[src/wdwu_pkg.sv]
package wdwu_pkg;

   // ----------------------------------------------------------------
   // Register map (byte addresses, one 32-bit word each)
   // ----------------------------------------------------------------
   localparam int          ADDR_W            = 8;
   localparam logic [7:0]  WATCHDOG_CONTROL_ADDR   = 8'h00;
   localparam logic [7:0]  SOFT_RESET_FLAG_ADDR    = 8'h04;
   localparam logic [7:0]  WAKE_STATUS_ADDR        = 8'h08;
   localparam logic [7:0]  SYSTEM_CLOCK_CTRL_ADDR  = 8'h0C;
   localparam logic [7:0]  PORT_A_WAKE_EN_ADDR     = 8'h10;

   // ----------------------------------------------------------------
   // Field positions and reset values
   // ----------------------------------------------------------------
   localparam int          KEY_MSB           = 7;
   localparam int          KEY_LSB           = 3;
   localparam int          PERIOD_MSB        = 2;
   localparam int          PERIOD_LSB        = 0;
   localparam logic [7:0]  WATCHDOG_CONTROL_RESET        = 8'h53;
   localparam logic [4:0]  KEY_DISABLE       = 5'h15;
   localparam logic [4:0]  KEY_ENABLE        = 5'h0A;
   localparam int          KEY_RST_FLAG_BIT  = 0;
   localparam int          PDF_BIT           = 0;
   localparam int          TOF_BIT           = 1;
   localparam int          HALTED_BIT        = 2;
   localparam int          SLOW_KEEP_BIT     = 0;
   localparam int          FAST_KEEP_BIT     = 1;
   localparam logic [1:0]  SCC_RESET         = 2'h0;
   localparam logic [7:0]  PORT_A_WAKE_ENABLE_RESET        = 8'h00;
   localparam int          PORT_A_W          = 8;
   localparam int          IRQ_W             = 8;

   // ----------------------------------------------------------------
   // Watchdog period and timing
   // ----------------------------------------------------------------
   localparam int          WDT_CNT_W         = 16;
   localparam logic [3:0]  WDT_MIN_EXP       = 4'h8;
   localparam int          CLK_PERIOD_NS     = 50;
   localparam int          KEY_RESET_DELAY_NS = 1000;
   localparam int          KEY_RESET_DELAY_CYC =
      (KEY_RESET_DELAY_NS + CLK_PERIOD_NS - 1) / CLK_PERIOD_NS;
   localparam int          DLY_W             = 8;

   // ----------------------------------------------------------------
   // AXI responses
   // ----------------------------------------------------------------
   localparam logic [1:0]  RESP_OKAY         = 2'h0;
   localparam logic [1:0]  RESP_SLVERR       = 2'h2;

   typedef enum logic [0:0] {
      MODE_RUN  = 1'b0,
      MODE_HALT = 1'b1
   } wdwu_mode_t;

endpackage

[src/wdwu_top.sv]
// Chosen here: the AXI4-Lite register port and the placing of the registers.
`timescale 1ns/100ps
module wdwu_top
   import wdwu_pkg::*;
(
   input  wire logic                 clk_i,
   input  wire logic                 rst_i,
   // AXI4-Lite slave
   input  wire logic [ADDR_W-1:0]    s_axi_awaddr_i,
   input  wire logic                 s_axi_awvalid_i,
   output logic                      s_axi_awready_o,
   input  wire logic [31:0]          s_axi_wdata_i,
   input  wire logic [3:0]           s_axi_wstrb_i,
   input  wire logic                 s_axi_wvalid_i,
   output logic                      s_axi_wready_o,
   output logic [1:0]                s_axi_bresp_o,
   output logic                      s_axi_bvalid_o,
   input  wire logic                 s_axi_bready_i,
   input  wire logic [ADDR_W-1:0]    s_axi_araddr_i,
   input  wire logic                 s_axi_arvalid_i,
   output logic                      s_axi_arready_o,
   output logic [31:0]               s_axi_rdata_o,
   output logic [1:0]                s_axi_rresp_o,
   output logic                      s_axi_rvalid_o,
   input  wire logic                 s_axi_rready_i,
   // Core side
   input  wire logic                 halt_exec_i,
   input  wire logic                 wdt_clear_exec_i,
   input  wire logic [IRQ_W-1:0]     irq_req_i,
   // Pins
   input  wire logic                 low_speed_rc_osc_i,
   input  wire logic [PORT_A_W-1:0]  port_a_i,
   // Control outputs
   output logic                      cpu_halted_o,
   output logic                      fast_clk_en_o,
   output logic                      slow_clk_en_o,
   output logic                      wake_o,
   output logic                      pc_sp_reset_o,
   output logic                      device_reset_o
);

   // ----------------------------------------------------------------
   // Helpers
   // ----------------------------------------------------------------
   function automatic logic key_valid(input logic [4:0] key);
      key_valid = (key == KEY_ENABLE) || (key == KEY_DISABLE);
   endfunction
   function automatic logic [WDT_CNT_W-1:0] last_count(
      input logic [2:0] sel
   );
      logic [3:0] exp_v;
      exp_v = WDT_MIN_EXP + {1'b0, sel};
      last_count = (16'h0001 << exp_v) - 16'h0001;
   endfunction

   // ----------------------------------------------------------------
   // State
   // ----------------------------------------------------------------
   wdwu_mode_t                 mode_q;
   logic [7:0]                 watchdog_control_q;
   logic [1:0]                 scc_q;
   logic [PORT_A_W-1:0]        port_a_wake_enable_q;
   logic                       pdf_q;
   logic                       tof_q;
   logic                       key_rst_flag_q;
   logic [WDT_CNT_W-1:0]       cnt_q;
   logic                       pend_q;
   logic [DLY_W-1:0]           dly_q;
   logic [IRQ_W-1:0]           irq_block_q;
   logic                       low_speed_rc_osc_s1_q;
   logic                       low_speed_rc_osc_s2_q;
   logic                       low_speed_rc_osc_s3_q;
   logic [PORT_A_W-1:0]        pa_s1_q;
   logic [PORT_A_W-1:0]        pa_s2_q;
   logic [PORT_A_W-1:0]        pa_s3_q;
   logic                       fast_en_q;
   logic                       slow_en_q;
   logic                       wake_q;
   logic                       pcsp_q;
   logic                       devrst_q;
   logic                       awready_q;
   logic                       wready_q;
   logic                       bvalid_q;
   logic [1:0]                 bresp_q;
   logic [ADDR_W-1:0]          awaddr_q;
   logic [31:0]                wdata_q;
   logic [3:0]                 wstrb_q;
   logic                       arready_q;
   logic                       rvalid_q;
   logic [1:0]                 rresp_q;
   logic [31:0]                rdata_q;

   // ----------------------------------------------------------------
   // Event decode
   // ----------------------------------------------------------------
   logic                       low_speed_rc_osc_tick;
   logic                       wdt_on;
   logic                       cnt_run;
   logic                       ovf;
   logic                       halt_go;
   logic                       pa_wake;
   logic                       irq_wake;
   logic                       wake_any;
   logic                       key_bad;
   logic                       key_fire;
   logic                       full_rst;
   logic                       wr_go;
   logic                       wr_byte0;
   assign low_speed_rc_osc_tick = low_speed_rc_osc_s2_q & ~low_speed_rc_osc_s3_q;
   assign wdt_on    = watchdog_control_q[KEY_MSB:KEY_LSB] == KEY_ENABLE;
   assign cnt_run   = low_speed_rc_osc_tick & wdt_on & slow_en_q;
   assign ovf       = cnt_run &&
                      (cnt_q >= last_count(watchdog_control_q[PERIOD_MSB:PERIOD_LSB]));
   assign halt_go   = (mode_q == MODE_RUN) && halt_exec_i;
   assign pa_wake   = |(pa_s3_q & ~pa_s2_q & port_a_wake_enable_q);
   assign irq_wake  = |(irq_req_i & ~irq_block_q);
   assign wake_any  = (mode_q == MODE_HALT) && (pa_wake | irq_wake | ovf);
   assign key_bad   = ~key_valid(watchdog_control_q[KEY_MSB:KEY_LSB]);
   assign key_fire  = pend_q &&
                      (dly_q == DLY_W'(KEY_RESET_DELAY_CYC - 1));
   assign full_rst  = key_fire | (ovf && (mode_q == MODE_RUN));
   assign wr_go     = ~awready_q & ~wready_q & ~bvalid_q;
   assign wr_byte0  = wr_go & wstrb_q[0];

   // ----------------------------------------------------------------
   // Synchronisers
   // ----------------------------------------------------------------
   always_ff @(posedge clk_i) begin
      if (rst_i) begin
         low_speed_rc_osc_s1_q <= 1'b0;
         low_speed_rc_osc_s2_q <= 1'b0;
         low_speed_rc_osc_s3_q <= 1'b0;
         pa_s1_q   <= {PORT_A_W{1'b1}};
         pa_s2_q   <= {PORT_A_W{1'b1}};
         pa_s3_q   <= {PORT_A_W{1'b1}};
      end else begin
         low_speed_rc_osc_s1_q <= low_speed_rc_osc_i;
         low_speed_rc_osc_s2_q <= low_speed_rc_osc_s1_q;
         low_speed_rc_osc_s3_q <= low_speed_rc_osc_s2_q;
         pa_s1_q   <= port_a_i;
         pa_s2_q   <= pa_s1_q;
         pa_s3_q   <= pa_s2_q;
      end
   end

   // ----------------------------------------------------------------
   // Operating mode and clock enables
   // ----------------------------------------------------------------
   always_ff @(posedge clk_i) begin
      if (rst_i || full_rst) begin
         mode_q    <= MODE_RUN;
         fast_en_q <= 1'b1;
         slow_en_q <= 1'b1;
      end else if (halt_go) begin
         mode_q    <= MODE_HALT;
         fast_en_q <= scc_q[FAST_KEEP_BIT];
         slow_en_q <= scc_q[SLOW_KEEP_BIT];
      end else if (wake_any) begin
         mode_q    <= MODE_RUN;
         fast_en_q <= 1'b1;
         slow_en_q <= 1'b1;
      end
   end

   always_ff @(posedge clk_i) begin
      if (rst_i) begin
         irq_block_q <= '0;
      end else if (halt_go) begin
         irq_block_q <= irq_req_i;
      end
   end
   always_ff @(posedge clk_i) begin
      if (rst_i) begin
         wake_q   <= 1'b0;
         pcsp_q   <= 1'b0;
         devrst_q <= 1'b0;
      end else begin
         wake_q   <= wake_any;
         pcsp_q   <= ovf && (mode_q == MODE_HALT);
         devrst_q <= full_rst;
      end
   end

   // ----------------------------------------------------------------
   // Watchdog counter and key delay
   // ----------------------------------------------------------------
   always_ff @(posedge clk_i) begin
      if (rst_i) begin
         cnt_q <= '0;
      end else if (key_bad || wdt_clear_exec_i || halt_go) begin
         cnt_q <= '0;
      end else if (full_rst || ovf) begin
         cnt_q <= '0;
      end else if (cnt_run) begin
         cnt_q <= cnt_q + 16'h0001;
      end
   end
   always_ff @(posedge clk_i) begin
      if (rst_i || key_fire) begin
         pend_q <= 1'b0;
         dly_q  <= '0;
      end else if (pend_q) begin
         dly_q  <= dly_q + 8'h01;
      end else if (key_bad) begin
         pend_q <= 1'b1;
      end
   end

   // ----------------------------------------------------------------
   // Status flags
   // ----------------------------------------------------------------
   always_ff @(posedge clk_i) begin
      if (rst_i) begin
         pdf_q <= 1'b0;
      end else if (halt_go) begin
         pdf_q <= 1'b1;
      end else if (wdt_clear_exec_i) begin
         pdf_q <= 1'b0;
      end
   end
   always_ff @(posedge clk_i) begin
      if (rst_i) begin
         tof_q <= 1'b0;
      end else if (ovf) begin
         tof_q <= 1'b1;
      end else if (halt_go) begin
         tof_q <= 1'b0;
      end
   end
   always_ff @(posedge clk_i) begin
      if (rst_i) begin
         key_rst_flag_q <= 1'b0;
      end else if (key_fire) begin
         key_rst_flag_q <= 1'b1;
      end else if (wr_byte0 && (awaddr_q == SOFT_RESET_FLAG_ADDR) &&
                   !wdata_q[KEY_RST_FLAG_BIT]) begin
         key_rst_flag_q <= 1'b0;
      end
   end

   // ----------------------------------------------------------------
   // Software registers
   // ----------------------------------------------------------------
   always_ff @(posedge clk_i) begin
      if (rst_i || full_rst) begin
         watchdog_control_q <= WATCHDOG_CONTROL_RESET;
      end else if (wr_byte0 && (awaddr_q == WATCHDOG_CONTROL_ADDR)) begin
         watchdog_control_q <= wdata_q[7:0];
      end
   end
   always_ff @(posedge clk_i) begin
      if (rst_i || full_rst) begin
         scc_q  <= SCC_RESET;
         port_a_wake_enable_q <= PORT_A_WAKE_ENABLE_RESET;
      end else if (wr_byte0) begin
         if (awaddr_q == SYSTEM_CLOCK_CTRL_ADDR) begin
            scc_q <= wdata_q[1:0];
         end
         if (awaddr_q == PORT_A_WAKE_EN_ADDR) begin
            port_a_wake_enable_q <= wdata_q[PORT_A_W-1:0];
         end
      end
   end

   // ----------------------------------------------------------------
   // AXI4-Lite write channel
   // ----------------------------------------------------------------
   always_ff @(posedge clk_i) begin
      if (rst_i) begin
         awready_q <= 1'b1;
         wready_q  <= 1'b1;
         bvalid_q  <= 1'b0;
         bresp_q   <= RESP_OKAY;
         awaddr_q  <= '0;
         wdata_q   <= '0;
         wstrb_q   <= '0;
      end else begin
         if (awready_q && s_axi_awvalid_i) begin
            awready_q <= 1'b0;
            awaddr_q  <= s_axi_awaddr_i;
         end
         if (wready_q && s_axi_wvalid_i) begin
            wready_q <= 1'b0;
            wdata_q  <= s_axi_wdata_i;
            wstrb_q  <= s_axi_wstrb_i;
         end
         if (wr_go) begin
            bvalid_q <= 1'b1;
            case (awaddr_q)
               WATCHDOG_CONTROL_ADDR,
               SOFT_RESET_FLAG_ADDR,
               WAKE_STATUS_ADDR,
               SYSTEM_CLOCK_CTRL_ADDR,
               PORT_A_WAKE_EN_ADDR: bresp_q <= RESP_OKAY;
               default:             bresp_q <= RESP_SLVERR;
            endcase
         end
         if (bvalid_q && s_axi_bready_i) begin
            bvalid_q  <= 1'b0;
            awready_q <= 1'b1;
            wready_q  <= 1'b1;
         end
      end
   end

   // ----------------------------------------------------------------
   // AXI4-Lite read channel
   // ----------------------------------------------------------------
   always_ff @(posedge clk_i) begin
      if (rst_i) begin
         arready_q <= 1'b1;
         rvalid_q  <= 1'b0;
         rresp_q   <= RESP_OKAY;
         rdata_q   <= '0;
      end else if (arready_q && s_axi_arvalid_i) begin
         arready_q <= 1'b0;
         rvalid_q  <= 1'b1;
         rresp_q   <= RESP_OKAY;
         rdata_q   <= '0;
         case (s_axi_araddr_i)
            WATCHDOG_CONTROL_ADDR:  rdata_q[7:0] <= watchdog_control_q;
            SOFT_RESET_FLAG_ADDR:
               rdata_q[KEY_RST_FLAG_BIT] <= key_rst_flag_q;
            WAKE_STATUS_ADDR: begin
               rdata_q[PDF_BIT]    <= pdf_q;
               rdata_q[TOF_BIT]    <= tof_q;
               rdata_q[HALTED_BIT] <= (mode_q == MODE_HALT);
            end
            SYSTEM_CLOCK_CTRL_ADDR: rdata_q[1:0] <= scc_q;
            PORT_A_WAKE_EN_ADDR:    rdata_q[PORT_A_W-1:0] <= port_a_wake_enable_q;
            default:                rresp_q <= RESP_SLVERR;
         endcase
      end else if (rvalid_q && s_axi_rready_i) begin
         rvalid_q  <= 1'b0;
         arready_q <= 1'b1;
      end
   end

   // ----------------------------------------------------------------
   // Outputs
   // ----------------------------------------------------------------
   assign s_axi_awready_o = awready_q;
   assign s_axi_wready_o  = wready_q;
   assign s_axi_bvalid_o  = bvalid_q;
   assign s_axi_bresp_o   = bresp_q;
   assign s_axi_arready_o = arready_q;
   assign s_axi_rvalid_o  = rvalid_q;
   assign s_axi_rresp_o   = rresp_q;
   assign s_axi_rdata_o   = rdata_q;
   assign cpu_halted_o    = mode_q == MODE_HALT;
   assign fast_clk_en_o   = fast_en_q;
   assign slow_clk_en_o   = slow_en_q;
   assign wake_o          = wake_q;
   assign pc_sp_reset_o   = pcsp_q;
   assign device_reset_o  = devrst_q;

endmodule

[config.mk]
export PLATFORM = sky130hd
export DESIGN_NAME = wdwu_top
export DESIGN_NICKNAME = d
export VERILOG_FILES = /design/src/wdwu_pkg.sv /design/src/wdwu_top.sv
export SDC_FILE = /design/constraint.sdc
export NUM_CORES = 1
export LEC_CHECK = 0
export BUFFER_PORTS_ARGS = -buffer_cell sky130_fd_sc_hd__buf_4
export CORE_MARGIN = 3
export CORE_UTILIZATION = 40
export DETAILED_ROUTE_END_ITERATION = 10
export GPL_TIMING_DRIVEN = 0
export HOLD_SLACK_MARGIN = 0.15
export SYNTH_ARGS = -nofsm -noshare
export SYNTH_HDL_FRONTEND = slang
export SYNTH_SLANG_ARGS = --single-unit
export TNS_END_PERCENT = 50
[constraint.sdc]
create_clock -name clk_i -period 2.4 [get_ports clk_i]
set_input_delay 0.12 -clock clk_i [delete_from_list [all_inputs] [get_ports clk_i]]
set_output_delay 0.12 -clock clk_i [all_outputs]
set_load 0.02 [all_outputs]
==> metrics.txt <==
# TYPE chip_impl_metric gauge
chip_impl_metric{name="io_buffer_count",unit=""} 69
chip_impl_metric{name="cts-root-to-sink-buffers",unit=""} 2
chip_impl_info{name="yosys-top-cells-count",value="dfxtp_1 (119), nor2_1 (65), nand2_1 (55)"} 1
chip_impl_metric{name="post_synth_inst_count",unit=""} 578
chip_impl_metric{name="synth.ff_latch_count",unit=""} 119
chip_impl_metric{name="sequentialPowerShare",unit="%"} 40.8
chip_impl_metric{name="cts_htree_levels",unit=""} 4
chip_impl_info{name="synth.most_common_cell",value="dfxtp_1"} 1
chip_impl_info{name="hp-class",value="input pin to register"} 1
chip_impl_metric{name="power.combinational.fraction",unit="%"} 8.8
chip_impl_metric{name="drt_iter0_markers",unit=""} 245
chip_impl_metric{name="groute.usage.overall",unit="%"} 18.7
chip_impl_metric{name="final_nets",unit=""} 827
chip_impl_metric{name="floorplan.die_area",unit="µm²"} 14200
chip_impl_metric{name="post_synthesis_async_set_or_reset_flop_share",unit="%"} 0
chip_impl_metric{name="synthDominantCellAreaShare",unit="%"} 46.6
chip_impl_info{name="crit_slowest_cell",value="dlygate4sd3_1"} 1
chip_impl_info{name="run_status",value="complete, no violations"} 1
chip_impl_metric{name="maxClockFrequency",unit="MHz"} 447
chip_impl_metric{name="cp.buffers_inverters",unit=""} 5
chip_impl_metric{name="vias_in_the_first_global_route",unit=""} 4331
chip_impl_metric{name="clkSinkCount",unit=""} 119
chip_impl_info{name="synth_top_cells_by_area",value="dfxtp_1 (47%), nor2_1 (4.8%), nand2_1 (4.0%)"} 1
chip_impl_metric{name="cp_data_required_time",unit="ps"} 2750
chip_impl_metric{name="max-slew-margin-rel",unit="%"} 47.8
chip_impl_metric{name="start_util",unit="%"} 41.7
chip_impl_metric{name="final_hold_viol_count",unit=""} 0
chip_impl_metric{name="sequential_cell_area",unit="µm²"} 2380
chip_impl_metric{name="timing_max_transition_violations_final",unit=""} 0
chip_impl_metric{name="worstSkewPairLatency",unit="ps"} 410
chip_impl_info{name="worst-setup-path-type",value="input pin to register"} 1
chip_impl_metric{name="stdcell_area",unit="µm²"} 7040
chip_impl_metric{name="cp_slowest_stage_delay",unit="ps"} 570
chip_impl_metric{name="p_sw",unit="W"} 0.00111
chip_impl_metric{name="power_per_cell_area",unit="nW/µm²"} 722
chip_impl_metric{name="final_worst_setup_slack",unit="ps"} 161
chip_impl_metric{name="netlist_area",unit="µm²"} 5110
chip_impl_metric{name="detailed_place.area",unit="µm²"} 5940
chip_impl_metric{name="multi_input_gate_area_in_the_final_layout",unit="µm²"} 2460
chip_impl_metric{name="grt_start_max_net_pins",unit=""} 17
chip_impl_metric{name="layout-area-overhead-vs-synth",unit="%"} 37.7
chip_impl_metric{name="design_power_total",unit="W"} 0.00508
chip_impl_metric{name="number_of_warnings_issued_by_yosys",unit=""} 0
chip_impl_metric{name="cts_setup_buffers",unit=""} 0
chip_impl_metric{name="routed_vias",unit=""} 4454
chip_impl_metric{name="synth_adder_area_share",unit="%"} 2.45
chip_impl_metric{name="seq_area_frac_synth",unit="%"} 46.6
chip_impl_info{name="startpoint_type",value="input pin"} 1
chip_impl_info{name="setup.worst_path.end_class",value="register"} 1
chip_impl_metric{name="setup_violations",unit=""} 0
chip_impl_metric{name="synth_cell_types",unit=""} 54
chip_impl_info{name="synth_top_cell_by_area",value="dfxtp_1"} 1
chip_impl_metric{name="path_clk_slew",unit="ps"} 50
chip_impl_metric{name="vias_per_cell",unit=""} 4.85
chip_impl_metric{name="row_count",unit=""} 40
chip_impl_metric{name="power.share.clock",unit="%"} 50.4
chip_impl_metric{name="fp.dieH",unit="µm"} 119
chip_impl_metric{name="route.final.wire_length",unit="mm"} 13.0
chip_impl_metric{name="drtPass1Iterations",unit=""} 4
chip_impl_metric{name="num_antenna_cells",unit=""} 0
chip_impl_metric{name="synthXorXnorAreaFrac",unit="%"} 3.77
chip_impl_info{name="critical-path-top-delay-family",value="buffers and inverters"} 1
chip_impl_metric{name="synth_enable_flop_cells",unit=""} 0
chip_impl_metric{name="number_of_buffers_created_by_cts",unit=""} 17
chip_impl_info{name="cts_root_buf",value="clkbuf_16"} 1
chip_impl_info{name="unrepaired_setup_endpoints_after_global_routing",value="no"} 1
chip_impl_info{name="synth_top_family_by_area",value="simple AND/OR/NAND/NOR gates"} 1
chip_impl_metric{name="synth_compound_area_share",unit="%"} 9.30
chip_impl_metric{name="synth_area_per_cell",unit="µm²"} 8.85
chip_impl_metric{name="synth-simple-area-share",unit="%"} 25.2
chip_impl_metric{name="finalWorstPathRequiredPeriod",unit="ps"} 2240
chip_impl_metric{name="timing.setup.tns",unit="ps"} 0
chip_impl_metric{name="power.ir.vdd_worst",unit="µV"} 501
chip_impl_metric{name="globalplace.congestion",unit=""} 0.820
chip_impl_metric{name="core-area",unit="µm²"} 12300
chip_impl_metric{name="total_leakage_power",unit="nW"} 2.92
chip_impl_metric{name="number_of_fill_cells_in_the_layout",unit=""} 1100
chip_impl_metric{name="final_util",unit="%"} 57.4
chip_impl_metric{name="route.detailed.wl_per_inst",unit="µm"} 14.1
chip_impl_metric{name="post-route-period-util",unit="%"} 93.3
chip_impl_metric{name="hpwlAfterDp",unit="mm"} 9.14
chip_impl_metric{name="dr_drc_count",unit=""} 0
chip_impl_metric{name="cellInternalPower",unit="W"} 0.00397
chip_impl_metric{name="final_layout_size_suffix_gt1_share",unit="%"} 22.1
chip_impl_metric{name="post_synth_mux_area_share",unit="%"} 5.24
chip_impl_metric{name="maxCapViolCount",unit=""} 0
chip_impl_metric{name="antenna_found_initial",unit=""} 0
chip_impl_info{name="critical_path.cell_chain",value="dlygate4sd3_1 -> buf_4 -> clkbuf_1 -> clkbuf_1 -> a21oi_1 -> o21ai_0 -> dlygate4sd3_1"} 1
chip_impl_info{name="ys.flop_type",value="dfxtp_1"} 1
chip_impl_metric{name="postRouteAntennaNets",unit=""} 0
chip_impl_metric{name="reg2reg_slack",unit="ps"} 230
chip_impl_metric{name="critical_path_peak_fanout",unit=""} 10
chip_impl_metric{name="switching_share",unit="%"} 21.9
chip_impl_metric{name="crit_arrival",unit="ps"} 2590
chip_impl_info{name="tritoncts_clock_tree",value="yes"} 1
chip_impl_metric{name="fp.dieW",unit="µm"} 119
chip_impl_metric{name="worst_slew_pin_slew",unit="ps"} 775
chip_impl_metric{name="worst_clock_skew",unit="ps"} 6.80
chip_impl_metric{name="overall_overflow_remaining_after_global_route",unit=""} 0
chip_impl_metric{name="boundaryPins",unit=""} 125
chip_impl_metric{name="grt_pass1_wl",unit="mm"} 20.8
chip_impl_metric{name="placement.setup.worst_slack",unit="ps"} 64.7
## power groups by stage
stage / Combinational, W / Clock [W] / Sequential [W]
6_report: 0.000446 / 0.00256 / 0.00207
5_1_grt: 0.000486 / 0.00269 / 0.00208
4_1_cts: 0.000441 / 0.00261 / 0.00207
3_5_place_dp: 0.000375 / 0 / 0.00212
3_3_place_gp: 0.000369 / 0 / 0.00211
2_1_floorplan: 0.000226 / 0 / 0.00212
## layout make-up
| cell class | instances | share of cell area, % |
|---|---|---|
| well taps | 168 | 2.99 |
| repair buffers | 119 | 14.5 |
| multi-input cells | 416 | 34.9 |
| clock inverters | 7 | 1.69 |
| inverters | 17 | 0.907 |
| plain buffers | 49 | 4.34 |
| flip-flops and latches | 119 | 33.9 |
| clock buffers | 24 | 6.84 |
## routing by layer
| layer | part of all wire [%] | track usage (%) | vias to the layer above |
|---|---|---|---|
| met5 | 0 | 0 | - |
| met4 | 2.0 | 8.62 | 0 |
| met3 | 4.1 | 5.13 | 23 |
| met2 | 50 | 31.9 | 99 |
| met1 | 44 | 21.7 | 2078 |
| li1 | - | - | 2254 |
## sequential cells by signal, indices dropped and copies added, names as in the netlist, 2 cells and up
register	cells
pa_s1_q	8
port_a_wake_enable_q	8
awaddr_q	8
irq_block_q	8
watchdog_control_q	8
scc_q	2
pa_s2_q	8
pa_s3_q	8
cnt_q	16
wdata_q	8
s_axi_rdata_o	8
dly_q	8
## path summary, 6_finish.rpt
| check | startpoint | endpoint | cells past startpoint |
|---|---|---|---|
| setup / recovery | rst_i | s_axi_awready_o | 7 |
| hold / removal | s_axi_araddr_i[6] | s_axi_rresp_o[1] | 5 |
| setup reg to reg | dly_q[3] | cnt_q[8] | 6 |
| hold reg to reg | pa_s1_q[3] | pa_s2_q[3] | 1 |
## stage by stage
stage / hold WS, ps / instances
6_report: 196 / 919
5_1_grt: 227 / 919
4_1_cts: 183 / 921
3_5_place_dp: 306 / 840
3_3_place_gp: 305 / 840
2_1_floorplan: 224 / 603
## placed cells by master (no fill, tap or decap), types with 6 or more instances in the layout
master           n
nand3_1         29
nor3_1          13
nand2b_1         6
nor2_1          65
inv_1           17
nand3b_1         7
a21oi_1         41
a22oi_1          6
dlygate4sd3_1   50
nand2_1         55
buf_1            6
nor4_1           6
mux2_2           6
nand4_1         12
o21ai_0         16
xor2_1          10
buf_4           96
or2_2           25
xnor2_1         12
ha_1            10
conb_1          27
mux2i_1         20
clkbuf_1        17
dfxtp_1        117
clkbuf_16       17
## kinds of logic (layout without fill, tap and decap cells)
logic type / after synthesis / after routing
AND/OR/NAND/NOR: 249 / 249
flip-flops: 119 / 119
AO/OA/AOI/OAI: 82 / 82
buffers and inverters: 68 / 216
multiplexers: 26 / 26
XOR/XNOR: 22 / 22
adder cells (fa/ha/maj): 10 / 10
other: 2 / 27
## repair_timing
item | CTS | global route
hold buffers | 50 | 0
gates resized for setup | 0 | 3
endpoints found under the hold margin | 53 | 0
endpoints found under the setup margin | 0 | 30
## tightest hold or removal path: stages
cell and delay (ps):
buf_4 80, nor2_1 30, nand2_1 150, nor3_1 70, nor3_1 110
No activity file was read; power rests on OpenSTA's default activity.
